<file path="config.mk">
export PLATFORM = sky130hd
export DESIGN_NAME = loi_unit
export DESIGN_NICKNAME = d
export VERILOG_FILES = /design/src/design/loi_pkg.sv /design/src/design/loi_program_mem.sv /design/src/design/loi_unit.sv
export VERILOG_INCLUDE_DIRS = /design/src /design/src/design
export SDC_FILE = /design/constraint.sdc
export NUM_CORES = 2
export LEC_CHECK = 0
export ABC_CLOCK_PERIOD_IN_PS = 29700
export BUFFER_PORTS_ARGS = -buffer_cell sky130_fd_sc_hd__buf_2
export CORE_UTILIZATION = 55
export DETAILED_ROUTE_END_ITERATION = 8
export PLACE_DENSITY = 0.8
export SYNTH_ARGS = -nofsm -noshare
export SYNTH_HDL_FRONTEND = slang
export SYNTH_SLANG_ARGS = --single-unit
export TNS_END_PERCENT = 50
</file>
<file path="constraint.sdc">
create_clock -name clock -period 29.7 [get_ports clock]
set_input_delay 1.485 -clock clock [delete_from_list [all_inputs] [get_ports clock]]
set_output_delay 1.485 -clock clock [all_outputs]
set_load 0.02 [all_outputs]
</file>
<file path="src/design/loi_cfg.svh">
// constants for the ladder output instruction unit
// Behaviour
// - direct output writes the execution condition to the addressed contact item.
// - inverted output writes the complement of the execution condition.
// - latch set forces the bit to 1 when condition is 1.
// - latch clear forces the bit to 0 when condition is 1.
// - rising pulse drives target to 1 for one cycle on 0 to 1.
// - falling pulse drives target to 1 for one cycle on 1 to 0.
// - timer op selects timer 0 to 10, counts while condition is 1.
// - end op stops evaluation; later instructions skipped that cycle.
// - idle op changes neither condition nor any contact item.
// - edge pulses cleared at start of next operation cycle.
// - latch set items hold their value until explicitly cleared.
// - instructions evaluated once per operation cycle, 0.1 to 2 s.
// - load begins a logic block, setting condition from a contact.
// - output instructions only target writable contact-input items.
`ifndef LOI_CFG_SVH
`define LOI_CFG_SVH
`define LOI_OP_W 4
`define LOI_OP_LOAD 4'h0
`define LOI_OP_LOAD_NOT 4'h1
`define LOI_OP_OUT 4'h2
`define LOI_OP_OUT_NOT 4'h3
`define LOI_OP_SET 4'h4
`define LOI_OP_CLR 4'h5
`define LOI_OP_RISE 4'h6
`define LOI_OP_FALL 4'h7
`define LOI_OP_TIMER 4'h8
`define LOI_OP_END 4'h9
`define LOI_OP_IDLE 4'ha
`define LOI_TIMER_MAX 4'ha
`define LOI_CLK_HZ 50000000
`define LOI_TICK_MS 100
`define LOI_TICK_CYC ((`LOI_CLK_HZ / 1000) * `LOI_TICK_MS)
`define LOI_PERIOD_TICKS 10
`endif

</file>
<file path="src/design/loi_pkg.sv">
// types for the ladder output instruction unit
package loi_pkg;
    typedef struct packed {
        logic [3:0] op;
        logic [5:0] item;
    } loi_instr_s;
    typedef struct packed {
        logic [5:0] item;
        logic value;
        logic we;
    } loi_write_s;
endpackage

</file>
<file path="src/design/loi_program_mem.sv">
// program memory with registered read data
`timescale 1ns/100ps
`default_nettype none
module loi_program_mem #(
    parameter int ADDR_W = 6
) (
    input wire logic clock, // system clock
    input wire logic [ADDR_W-1:0] rd_addr, // read address
    output loi_pkg::loi_instr_s rd_data, // registered read data
    input wire logic wr_en, // program load strobe
    input wire logic [ADDR_W-1:0] wr_addr, // program load address
    input wire loi_pkg::loi_instr_s wr_data // program load word
);
    loi_pkg::loi_instr_s mem [0:(1<<ADDR_W)-1];
    always_ff @(posedge clock) begin
        if (wr_en) begin
            mem[wr_addr] <= wr_data;
        end
        rd_data <= mem[rd_addr];
    end
endmodule
`default_nettype wire

</file>
<file path="src/design/loi_unit.sv">
// ladder output instruction interpreter top
`timescale 1ns/100ps
`default_nettype none
`include "loi_cfg.svh"
module loi_unit #(
    parameter int ADDR_W = 6,
    parameter int N_ITEMS = 64,
    parameter int N_TIMERS = 11,
    parameter int TICK_CYC = `LOI_TICK_CYC,
    parameter int PERIOD_TICKS = `LOI_PERIOD_TICKS
) (
    input wire logic clock, // system clock 50 MHz
    input wire logic reset, // async active high
    input wire logic [N_ITEMS-1:0] read_only_mask, // 1 marks contact-output items
    input wire logic [N_ITEMS-1:0] ext_contact, // contact states from other blocks
    input wire logic prog_we, // program load strobe
    input wire logic [ADDR_W-1:0] prog_addr, // program load address
    input wire loi_pkg::loi_instr_s prog_data, // program load word
    output logic [N_ITEMS-1:0] contact_out, // contact item image
    output logic [N_TIMERS*16-1:0] timer_val, // elapsed operation cycles per timer
    output logic cycle_done, // pulse at end of an operation cycle
    output logic busy // evaluation in progress
);
    // ************************************************************
    // operation cycle divider
    // ************************************************************
    logic [31:0] div_reg, div_next;
    logic [7:0] per_reg, per_next;
    logic tick, start;
    always_comb begin
        tick = (div_reg == 32'(TICK_CYC - 1));
        div_next = tick ? 32'h0 : div_reg + 32'h1;
        per_next = per_reg;
        start = 1'b0;
        if (tick) begin
            if (per_reg == 8'(PERIOD_TICKS - 1)) begin
                per_next = 8'h0;
                start = 1'b1;
            end else begin
                per_next = per_reg + 8'h1;
            end
        end
    end
    always_ff @(posedge clock or posedge reset) begin
        if (reset) begin
            div_reg <= 32'h0;
            per_reg <= 8'h0;
        end else begin
            div_reg <= div_next;
            per_reg <= per_next;
        end
    end

    // ************************************************************
    // sequencer
    // ************************************************************
    typedef enum logic [1:0] {LOI_IDLE, LOI_FETCH, LOI_EXEC} loi_state_e;
    loi_state_e st_reg, st_next;
    logic [ADDR_W-1:0] pc_reg, pc_next;
    logic cond_reg, cond_next;
    logic [N_ITEMS-1:0] img_reg, img_next, pulse_reg, pulse_next, prev_reg, prev_next;
    logic [N_TIMERS-1:0] run_reg, run_next;
    logic done_reg, done_next;
    loi_pkg::loi_instr_s ins;
    logic writable;
    loi_program_mem #(.ADDR_W(ADDR_W)) u_mem (
        .clock(clock),
        .rd_addr(pc_reg),
        .rd_data(ins),
        .wr_en(prog_we),
        .wr_addr(prog_addr),
        .wr_data(prog_data)
    );
    always_comb begin
        st_next = st_reg;
        pc_next = pc_reg;
        cond_next = cond_reg;
        img_next = img_reg;
        pulse_next = pulse_reg;
        prev_next = prev_reg;
        run_next = run_reg;
        done_next = 1'b0;
        writable = !read_only_mask[ins.item];
        case (st_reg)
            LOI_IDLE: begin
                if (start) begin
                    img_next = img_reg & ~pulse_reg;
                    pulse_next = '0;
                    pc_next = '0;
                    st_next = LOI_FETCH;
                end
            end
            LOI_FETCH: begin
                st_next = LOI_EXEC;
            end
            LOI_EXEC: begin
                pc_next = pc_reg + ADDR_W'(1);
                st_next = LOI_FETCH;
                case (ins.op)
                    `LOI_OP_LOAD: cond_next = img_reg[ins.item] | ext_contact[ins.item];
                    `LOI_OP_LOAD_NOT: cond_next = !(img_reg[ins.item] | ext_contact[ins.item]);
                    `LOI_OP_OUT: if (writable) img_next[ins.item] = cond_reg;
                    `LOI_OP_OUT_NOT: if (writable) img_next[ins.item] = !cond_reg;
                    `LOI_OP_SET: if (writable && cond_reg) img_next[ins.item] = 1'b1;
                    `LOI_OP_CLR: if (writable && cond_reg) img_next[ins.item] = 1'b0;
                    `LOI_OP_RISE: begin
                        prev_next[ins.item] = cond_reg;
                        if (writable && cond_reg && !prev_reg[ins.item]) begin
                            img_next[ins.item] = 1'b1;
                            pulse_next[ins.item] = 1'b1;
                        end
                    end
                    `LOI_OP_FALL: begin
                        prev_next[ins.item] = cond_reg;
                        if (writable && !cond_reg && prev_reg[ins.item]) begin
                            img_next[ins.item] = 1'b1;
                            pulse_next[ins.item] = 1'b1;
                        end
                    end
                    `LOI_OP_TIMER: begin
                        if (ins.item[3:0] <= `LOI_TIMER_MAX) run_next[ins.item[3:0]] = cond_reg;
                    end
                    `LOI_OP_END: begin
                        st_next = LOI_IDLE;
                        done_next = 1'b1;
                    end
                    default: ; // idle op: condition and image unchanged, pc advances
                endcase
                if (pc_reg == {ADDR_W{1'b1}} && ins.op != `LOI_OP_END) begin
                    st_next = LOI_IDLE;
                    done_next = 1'b1;
                end
            end
            default: st_next = LOI_IDLE;
        endcase
    end
    always_ff @(posedge clock or posedge reset) begin
        if (reset) begin
            st_reg <= LOI_IDLE;
            pc_reg <= '0;
            cond_reg <= 1'b0;
            img_reg <= '0; // items other than edge pulses hold between cycles
            pulse_reg <= '0;
            prev_reg <= '0;
            run_reg <= '0;
            done_reg <= 1'b0;
        end else begin
            st_reg <= st_next;
            pc_reg <= pc_next;
            cond_reg <= cond_next;
            img_reg <= img_next;
            pulse_reg <= pulse_next;
            prev_reg <= prev_next;
            run_reg <= run_next;
            done_reg <= done_next;
        end
    end

    // ************************************************************
    // timers, counted in operation cycles
    // ************************************************************
    genvar g;
    generate
        for (g = 0; g < N_TIMERS; g++) begin : g_tim
            logic [15:0] t_reg, t_next;
            always_comb begin
                t_next = t_reg;
                if (!run_reg[g]) t_next = 16'h0;
                else if (start && t_reg != 16'hffff) t_next = t_reg + 16'h1;
            end
            always_ff @(posedge clock or posedge reset) begin
                if (reset) t_reg <= 16'h0;
                else t_reg <= t_next;
            end
            assign timer_val[g*16 +: 16] = t_reg;
        end
    endgenerate

    assign contact_out = img_reg;
    assign cycle_done = done_reg;
    assign busy = (st_reg != LOI_IDLE);

    // ************************************************************
    // checks
    // ************************************************************
    chk_out_value: assert property (@(posedge clock) disable iff (reset)
        (st_reg == LOI_EXEC && ins.op == `LOI_OP_OUT && writable) |=> img_reg[$past(ins.item)] == $past(cond_reg))
        else $error("direct output value wrong");
    chk_outnot_value: assert property (@(posedge clock) disable iff (reset)
        (st_reg == LOI_EXEC && ins.op == `LOI_OP_OUT_NOT && writable) |=> img_reg[$past(ins.item)] != $past(cond_reg))
        else $error("inverted output value wrong");
    chk_set_latch: assert property (@(posedge clock) disable iff (reset)
        (st_reg == LOI_EXEC && ins.op == `LOI_OP_SET && writable && cond_reg) |=> img_reg[$past(ins.item)])
        else $error("latch set failed");
    chk_clr_latch: assert property (@(posedge clock) disable iff (reset)
        (st_reg == LOI_EXEC && ins.op == `LOI_OP_CLR && writable && cond_reg) |=> !img_reg[$past(ins.item)])
        else $error("latch clear failed");
    chk_pulse_clear: assert property (@(posedge clock) disable iff (reset)
        (st_reg == LOI_IDLE && start) |=> (pulse_reg == '0) && ((img_reg & $past(pulse_reg)) == '0))
        else $error("pulse not cleared at cycle start");
    chk_end_stop: assert property (@(posedge clock) disable iff (reset)
        (st_reg == LOI_EXEC && ins.op == `LOI_OP_END) |=> st_reg == LOI_IDLE && cycle_done)
        else $error("end did not stop evaluation");
    chk_idle_noop: assert property (@(posedge clock) disable iff (reset)
        (st_reg == LOI_EXEC && ins.op == `LOI_OP_IDLE) |=> $stable(img_reg) && $stable(cond_reg))
        else $error("idle op changed state");
    chk_readonly_item: assert property (@(posedge clock) disable iff (reset)
        (st_reg == LOI_EXEC && !writable && ins.op != `LOI_OP_END) |=> img_reg[$past(ins.item)] == $past(img_reg[ins.item]))
        else $error("read-only item written");
    chk_rise_once: assert property (@(posedge clock) disable iff (reset)
        (st_reg == LOI_EXEC && ins.op == `LOI_OP_RISE && writable && cond_reg && prev_reg[ins.item])
        |=> pulse_reg[$past(ins.item)] == $past(pulse_reg[ins.item]))
        else $error("rise pulse without edge");
    chk_rise_pulse: assert property (@(posedge clock) disable iff (reset)
        (st_reg == LOI_EXEC && ins.op == `LOI_OP_RISE && writable && cond_reg && !prev_reg[ins.item])
        |=> img_reg[$past(ins.item)] && pulse_reg[$past(ins.item)])
        else $error("rise pulse missing");
    chk_fall_pulse: assert property (@(posedge clock) disable iff (reset)
        (st_reg == LOI_EXEC && ins.op == `LOI_OP_FALL && writable && !cond_reg && prev_reg[ins.item])
        |=> img_reg[$past(ins.item)] && pulse_reg[$past(ins.item)])
        else $error("fall pulse missing");
    chk_edge_copy: assert property (@(posedge clock) disable iff (reset)
        (st_reg == LOI_EXEC && (ins.op == `LOI_OP_RISE || ins.op == `LOI_OP_FALL))
        |=> prev_reg[$past(ins.item)] == $past(cond_reg))
        else $error("edge copy not updated");
    // the last address wraps to idle, so only ordinary steps must advance by one
    chk_pc_advance: assert property (@(posedge clock) disable iff (reset)
        (st_reg == LOI_EXEC && ins.op != `LOI_OP_END && pc_reg != {ADDR_W{1'b1}})
        |=> st_reg == LOI_FETCH && pc_reg == $past(pc_reg) + ADDR_W'(1))
        else $error("instruction order broken");
endmodule
`default_nettype wire

</file>
* Word-level counts from Yosys, hierarchy flattened
Memory sizes are Yosys's and may differ from the RTL's. A register that Yosys moved wholly into a read port is not among the register bits.
Index checks and enable logic that the tools add are counted.
** Word-level totals
- Flip-flop bits (word level) :: 429
- Memory bits (writable) :: 640
- Bits of input ports :: 147
- Output and inout port bits :: 242
- Logic and storage cells :: 196
- Memories :: 1
** Memories
- u_mem.mem :: depth 64, width 10, read ports 1, clocked after memory_dff 1, write ports 1, RTL line loi_program_mem.sv:14 : loi_pkg::loi_instr_s mem [0:(1<<ADDR_W)-1];
** Cells by class
- $add $sub $neg :: 14
- Order comparisons :: 5
- Equal/unequal tests :: 46
- Mux-type cells :: 68
- Bitwise gates (word level) :: 7
- Reductions and logical operators :: 34
** Operators with widths (count)
- 64-bit two-way mux :: 10
- 64-bit case mux with 2 select lines :: 3
- 64-bit case mux with 6 select lines :: 1
- 16-bit two-way mux :: 22
- 64-bit bitwise mux :: 3
- 16-bit by 1-bit adder with 16-bit output, second input constant :: 11
- 16-bit inequality test, second input constant :: 11
- 64-bit bitwise AND :: 2
- 64-bit inverter :: 2
- 64-bit OR :: 2
- 32-bit by 1-bit adder with 32-bit output, second input constant :: 1
- 32-bit by 23-bit == test with 1-bit output, second input constant :: 1
- 32-bit two-way mux :: 1
- 1-bit binary-select mux with 6-bit select :: 4
- 2-bit by 1-bit inequality test with 1-bit output, second input constant :: 11
- 1-bit logical AND :: 18
- 3-bit inequality test, second input constant :: 6
- 4-bit by 3-bit == test with 1-bit output, second input constant :: 4
- 1-bit two-way mux :: 14
- 6-bit case mux with 2 select lines :: 1
- 11-bit bitwise mux :: 1
- 9-bit AND reduction :: 1
- 8-bit by 1-bit adder with 8-bit output, second input constant :: 1
- 4-bit by 2-bit == test with 1-bit output, second input constant :: 2
- 32 further kinds :: 41

* Depth between registers and ports, before layout
- Depth in word-level cells :: 9
- Depth in mapped cells :: 13
- Gate-level depth less buffers :: 10

* Cells and area by module
A second synthesis with hierarchy kept.
** Second synthesis, totals
- Cells, all modules :: 3521
- Area total of the unflattened synthesis :: 47829.6 sq um
** Modules (own cells, without submodules)
- loi_program_mem :: times used 1, cells an instance 1118, area each 25101.6 sq um
- loi_unit :: times used 1, cells an instance 2403, area each 22728.0 sq um

* Worst setup path after synthesis
OpenSTA, ideal clock, no wires.
- Kind :: input-to-reg
- Start point :: input read_only_mask[59]
- End point :: register img_reg[57], in the netlist contact_out[57]
- Library setup time :: 0.134 ns
- Arrival :: 3.441 ns
- Data required time :: 29.566 ns
- Path slack :: 26.125 ns
- Cell stages on the path :: 9
- Path buffers :: 2
- Path through :: mux4_2 -> mux4_2 -> nor3_1 -> a211oi_2 -> a41oi_2 -> buf_4 -> buf_2 -> o211ai_1 -> o2bb2ai_1
** Between the ends
- Word-level cells in the longest chain between the ends :: 7
** Ends and longest elaborated chain
- start: declaration :: RTL line loi_unit.sv:14 : input wire logic [N_ITEMS-1:0] read_only_mask,
- 1-bit binary-select mux with 6-bit select * :: RTL line loi_unit.sv:83 : writable = !read_only_mask[ins.item];
- 1-bit two-way mux (not written as such) * :: RTL line loi_unit.sv:83
- 1-bit logical NOT :: RTL line loi_unit.sv:83
- 1-bit logical AND (on tied branches)
- 1-bit logical AND (on tied branches) :: RTL line loi_unit.sv:115, loi_unit.sv:108
- 3-bit inequality test (no line)
- 9-bit AND reduction (no line) *
- end signal: assignment :: RTL line loi_unit.sv:151 : img_reg <= img_next;
- end: declaration :: RTL line loi_unit.sv:61 : logic [N_ITEMS-1:0] img_reg, img_next, pulse_reg, pulse_next, prev_reg, prev_next;
Mark *: on every way between the ends. The rest lies on a longest branch, timed or not. The select of a mux whose other input is x is not followed.
A chain may end at the register's enable or synchronous reset.

* Worst setup path in the final report
- Start point :: register, netlist name u_mem.rd_data[1]
- End point :: register img_reg[1], in the netlist contact_out[1]
** Between the ends
- Word-level cells in the longest chain between the ends :: 9
** Ends and longest elaborated chain
- 6-bit by 7-bit < comparator with 1-bit output (not written as such) / 6-bit by 1-bit greater-or-equal comparator with 1-bit output (equally long branches)
- 1-bit logical AND (not written as such)
- 1-bit two-way mux (not written as such)
- 1-bit demux with 6-bit select
- 64-bit inverter (no line)
- 64-bit bitwise AND (no line)
- 64-bit two-way mux :: RTL line loi_unit.sv:105 : `LOI_OP_CLR: if (writable && cond_reg) img_next[ins.item] = 1'b0;
- 64-bit case mux with 6 select lines :: RTL line loi_unit.sv:99 : case (ins.op)
- 64-bit case mux with 2 select lines :: RTL line loi_unit.sv:84 : case (st_reg)
Several ways; a longest one is shown, not always the timed one. The select of a mux whose other input is x is not followed.

==> impl_metrics.toml <==
[clock_network]
cts_root_buf = "clkbuf_16"
cts_hold_buf = 0
cts_tree = "done"
cts_buffer_depth = 3
clk_latency_ps = 700
cts_sinks = 1079
htreeDepth = 3
path_clk_slew_ps = 60
numCtsBuffers = 107
post_cts_resized = 0
cts_setup_buffers = 0

[logic_synthesis]
seq_area_frac_synth_pct = 62.59
synth-edff-count = 640
yosysTopAreaCell = "edfxtp_1"
ys_async_sr_fraction_pct = 39.76
yosys.area.top_type_share_pct = 39.89
synth_seq_cells = 1079
synth_cell_types = 82
synth_area_um2 = 48180
synthFlopType = "edfxtp_1"
synth_nets = 3650
ys_top_cells_by_area = "edfxtp_1 40%, dfrtp_1 22%, mux4_2 10%, nor2_1 2.4%, xnor2_1 2.0%"
avgSynthCellArea_um2 = 13.81
yosysWarnings = 0
syn_inst = 3488

[layout]
multi_input_area_um2 = 17100
fillCellCount = 6275
largest_register_ffs = 640
drive_above_1_share_pct = 23.69
area_growth_pct = 13.26
register_area_um2 = 30170
nNetsFinal = 3972

[die]
start_util_pct = 55.53
core_um2 = 86750
row_count = 108
io_pins = 389
die_x_um = 298.0
chipHeight_um = 298.0
die_area_um2 = 88780

[status]
run_status = "finished, final reports clean"

[worst_hold_path]
hp-class = "flip-flop to flip-flop"
min_from = "div_reg[0]"
holdPathEnd = "div_reg[0]"
hold_depth = 1

[critical_path]
cpPeakStageDelay_ps = 800
worstSetupStartpointType = "flip-flop"
worst_ep_required_time_ps = 30210
ff2ff_setup_slack_ps = 24720
rr_worst_depth = 10
cp_slowest_cell = "nor2b_1"
arrival_ps = 5490
crit_path_cell_trace = "buf_4 -> nor2b_1 -> a22o_1 -> o31ai_1 -> mux2i_1 -> a211oi_2 -> a41oi_4 -> buf_4 -> a21o_1 -> a41oi_1"
end_kind = "flip-flop"
r2r-end = "contact_out[1]"
cp_max_fo = 71
crit_top_cell = "buf_4"
path_class = "flip-flop to flip-flop"
timing.rr.start = "u_mem.rd_data[1]"

[sta]
finalCritPeriodShare_pct = 16.78
report.final.slew_viol_count = 0
finalSetupViolCount = 0
clock_skew_ps = 48.92
rsz0062_at_grt = "no"
setup_slack_ps = 24720
finalHoldViolations = 0
worst_pin_slew_ps = 1383
fin_crit_ps = 4983
fin_setup_tns_ps = 0
relSlewSlack_pct = 7.833
clock.fmax_mhz = 200.7

[grt]
antenna_found_initial = 6
grt_use_met3_pct = 5.520
met1_usage_pct = 38.47
grt_max_degree = 147
track_usage_pct = 29.55
grt_use_met2_pct = 48.85
top_usage_layer = "met2"
grt_pass1_vias = 31670
grt_pass1_wl_um = 198500
grt_overflow = 0

[drt]
drtAntennaViolNets = 0
num_vias = 32420
post_drt_wl_per_cell_um = 25.99
drt_iter0_drc = 4209
viasPerCell = 6.411
first_pass_iters = 6
drc = 0
drt_wl_total_um = 131500

[placement]
place.gp.congestion = 0.9033
place_ws_ps = 24860
portBuffers = 388
detailed_place_hpwl_um = 80780

[run]
drv_cap = 0

[power_and_ir_drop]
ir_drop_mv = 0.07064
power_density_nw_per_um2 = 55.33
leakage_nw = 20.60
-- power breakdown --
| part | switching, W | internal, W | total, W | leakage, nW |
|---|---|---|---|---|
| logic | 0.0000444 | 0.0000147 | 0.0000591 | 7.04 |
| registers | 0.00000234 | 0.00160 | 0.00160 | 11.8 |
| clock network | 0.000588 | 0.000771 | 0.00136 | 1.75 |
| total | 0.000635 | 0.00238 | 0.00302 | 20.6 |
-- per-layer routing --
metal  up-vias  routed length [um]  part of all wire (%)
li1      13850                   -                     -
met4         4                6069                   4.6
met3       390               11200                   8.5
met5         -                  30                 0.023
met2      1915               65050                    49
met1     16270               49100                    37
-- cell usage in the layout, fill, tap and decap left out, drive strengths merged, types with 20 or more instances in the layout --
cell and n:
edfxtp 640, dfrtp 429, buf 426, nor2 309
nand2 250, mux4 224, o21ai 160, and2 148
clkbuf 137, a21oi 116, xnor2 112, nand3 94
nor3 66, mux2 65, xor2 61, nand4 57
mux2i 49, o211ai 48, o2bb2ai 46, clkinv 46
and3 41, nor2b 37, or3 30, inv 29
a21boi 24, a211oi 22, a41oi 22, and4 20
-- stage by stage --
step	total power, W	util, %	std cells	hold WS [ps]	area (um2)
3_3_place_gp	0.001686	58.85	4856	447.8	51050
3_5_place_dp	0.001689	58.85	4856	460.9	51050
4_1_cts	0.003031	62.89	5055	468.8	54560
6_report	0.003019	62.90	5057	470.0	54570
2_1_floorplan	0.001653	-	3488	424.5	48180
5_1_grt	0.003088	62.90	5056	492.0	54560
-- critical path: cells and delay by family (launching register included) --
| kind | cells | cell delay (ps) |
|---|---|---|
| flops | 1 | 680 |
| buf+inv | 2 | 1350 |
| compound gates | 6 | 1650 |
| simple gates | 1 | 800 |
| mux | 1 | 200 |
-- Yosys cell counts (34+ instances only) --
cell type,n
dfrtp_1,429
mux4_2,224
edfxtp_1,640
nand2_1,249
a21oi_1,115
clkbuf_1,133
mux2_2,65
nand4_1,55
nor2_1,308
xor2_1,61
nand3_1,94
o211ai_1,48
o21ai_0,158
buf_1,34
and2_1,147
nor2b_1,37
xnor2_1,112
o2bb2ai_1,46
nor3_1,65
and3_1,41
mux2i_1,49
buf_2,36
-- kinds of logic (layout without fill, tap and decap cells) --
group / Yosys count / after routing / synth area share, %
xor+xnor: 173 / 173 / 3.145
compound gates: 548 / 548 / 7.500
simple gates: 1098 / 1098 / 11.31
other cells: 0 / 2 / 0
buf+inv: 237 / 649 / 2.057
flops: 1079 / 1079 / 62.59
mux: 338 / 338 / 13.01
fa+ha+maj: 15 / 15 / 0.3896
-- final cells by class --
class	count	area share [%]
timing repair buffer	426	4.104
sequential	1079	55.29
antenna	2	0.009172
clock inverter	62	1.121
tap	1155	2.648
clock buffer	137	5.315
inverter	24	0.1788
multi-input combinational	2172	31.33
-- worst max-delay path by stage --
stage                                   from              to  depth (start not counted)
final                       u_mem.rd_data[1]  contact_out[1]                         10
after global routing        u_mem.rd_data[1]  contact_out[1]                         10
after CTS                   u_mem.rd_data[1]  contact_out[1]                         10
after detailed placement  read_only_mask[59]  contact_out[1]                          9
after global placement    read_only_mask[59]  contact_out[4]                          9
after floorplan                        reset        cond_reg                          1
Note: power is estimated with default switching activity, not from simulation.
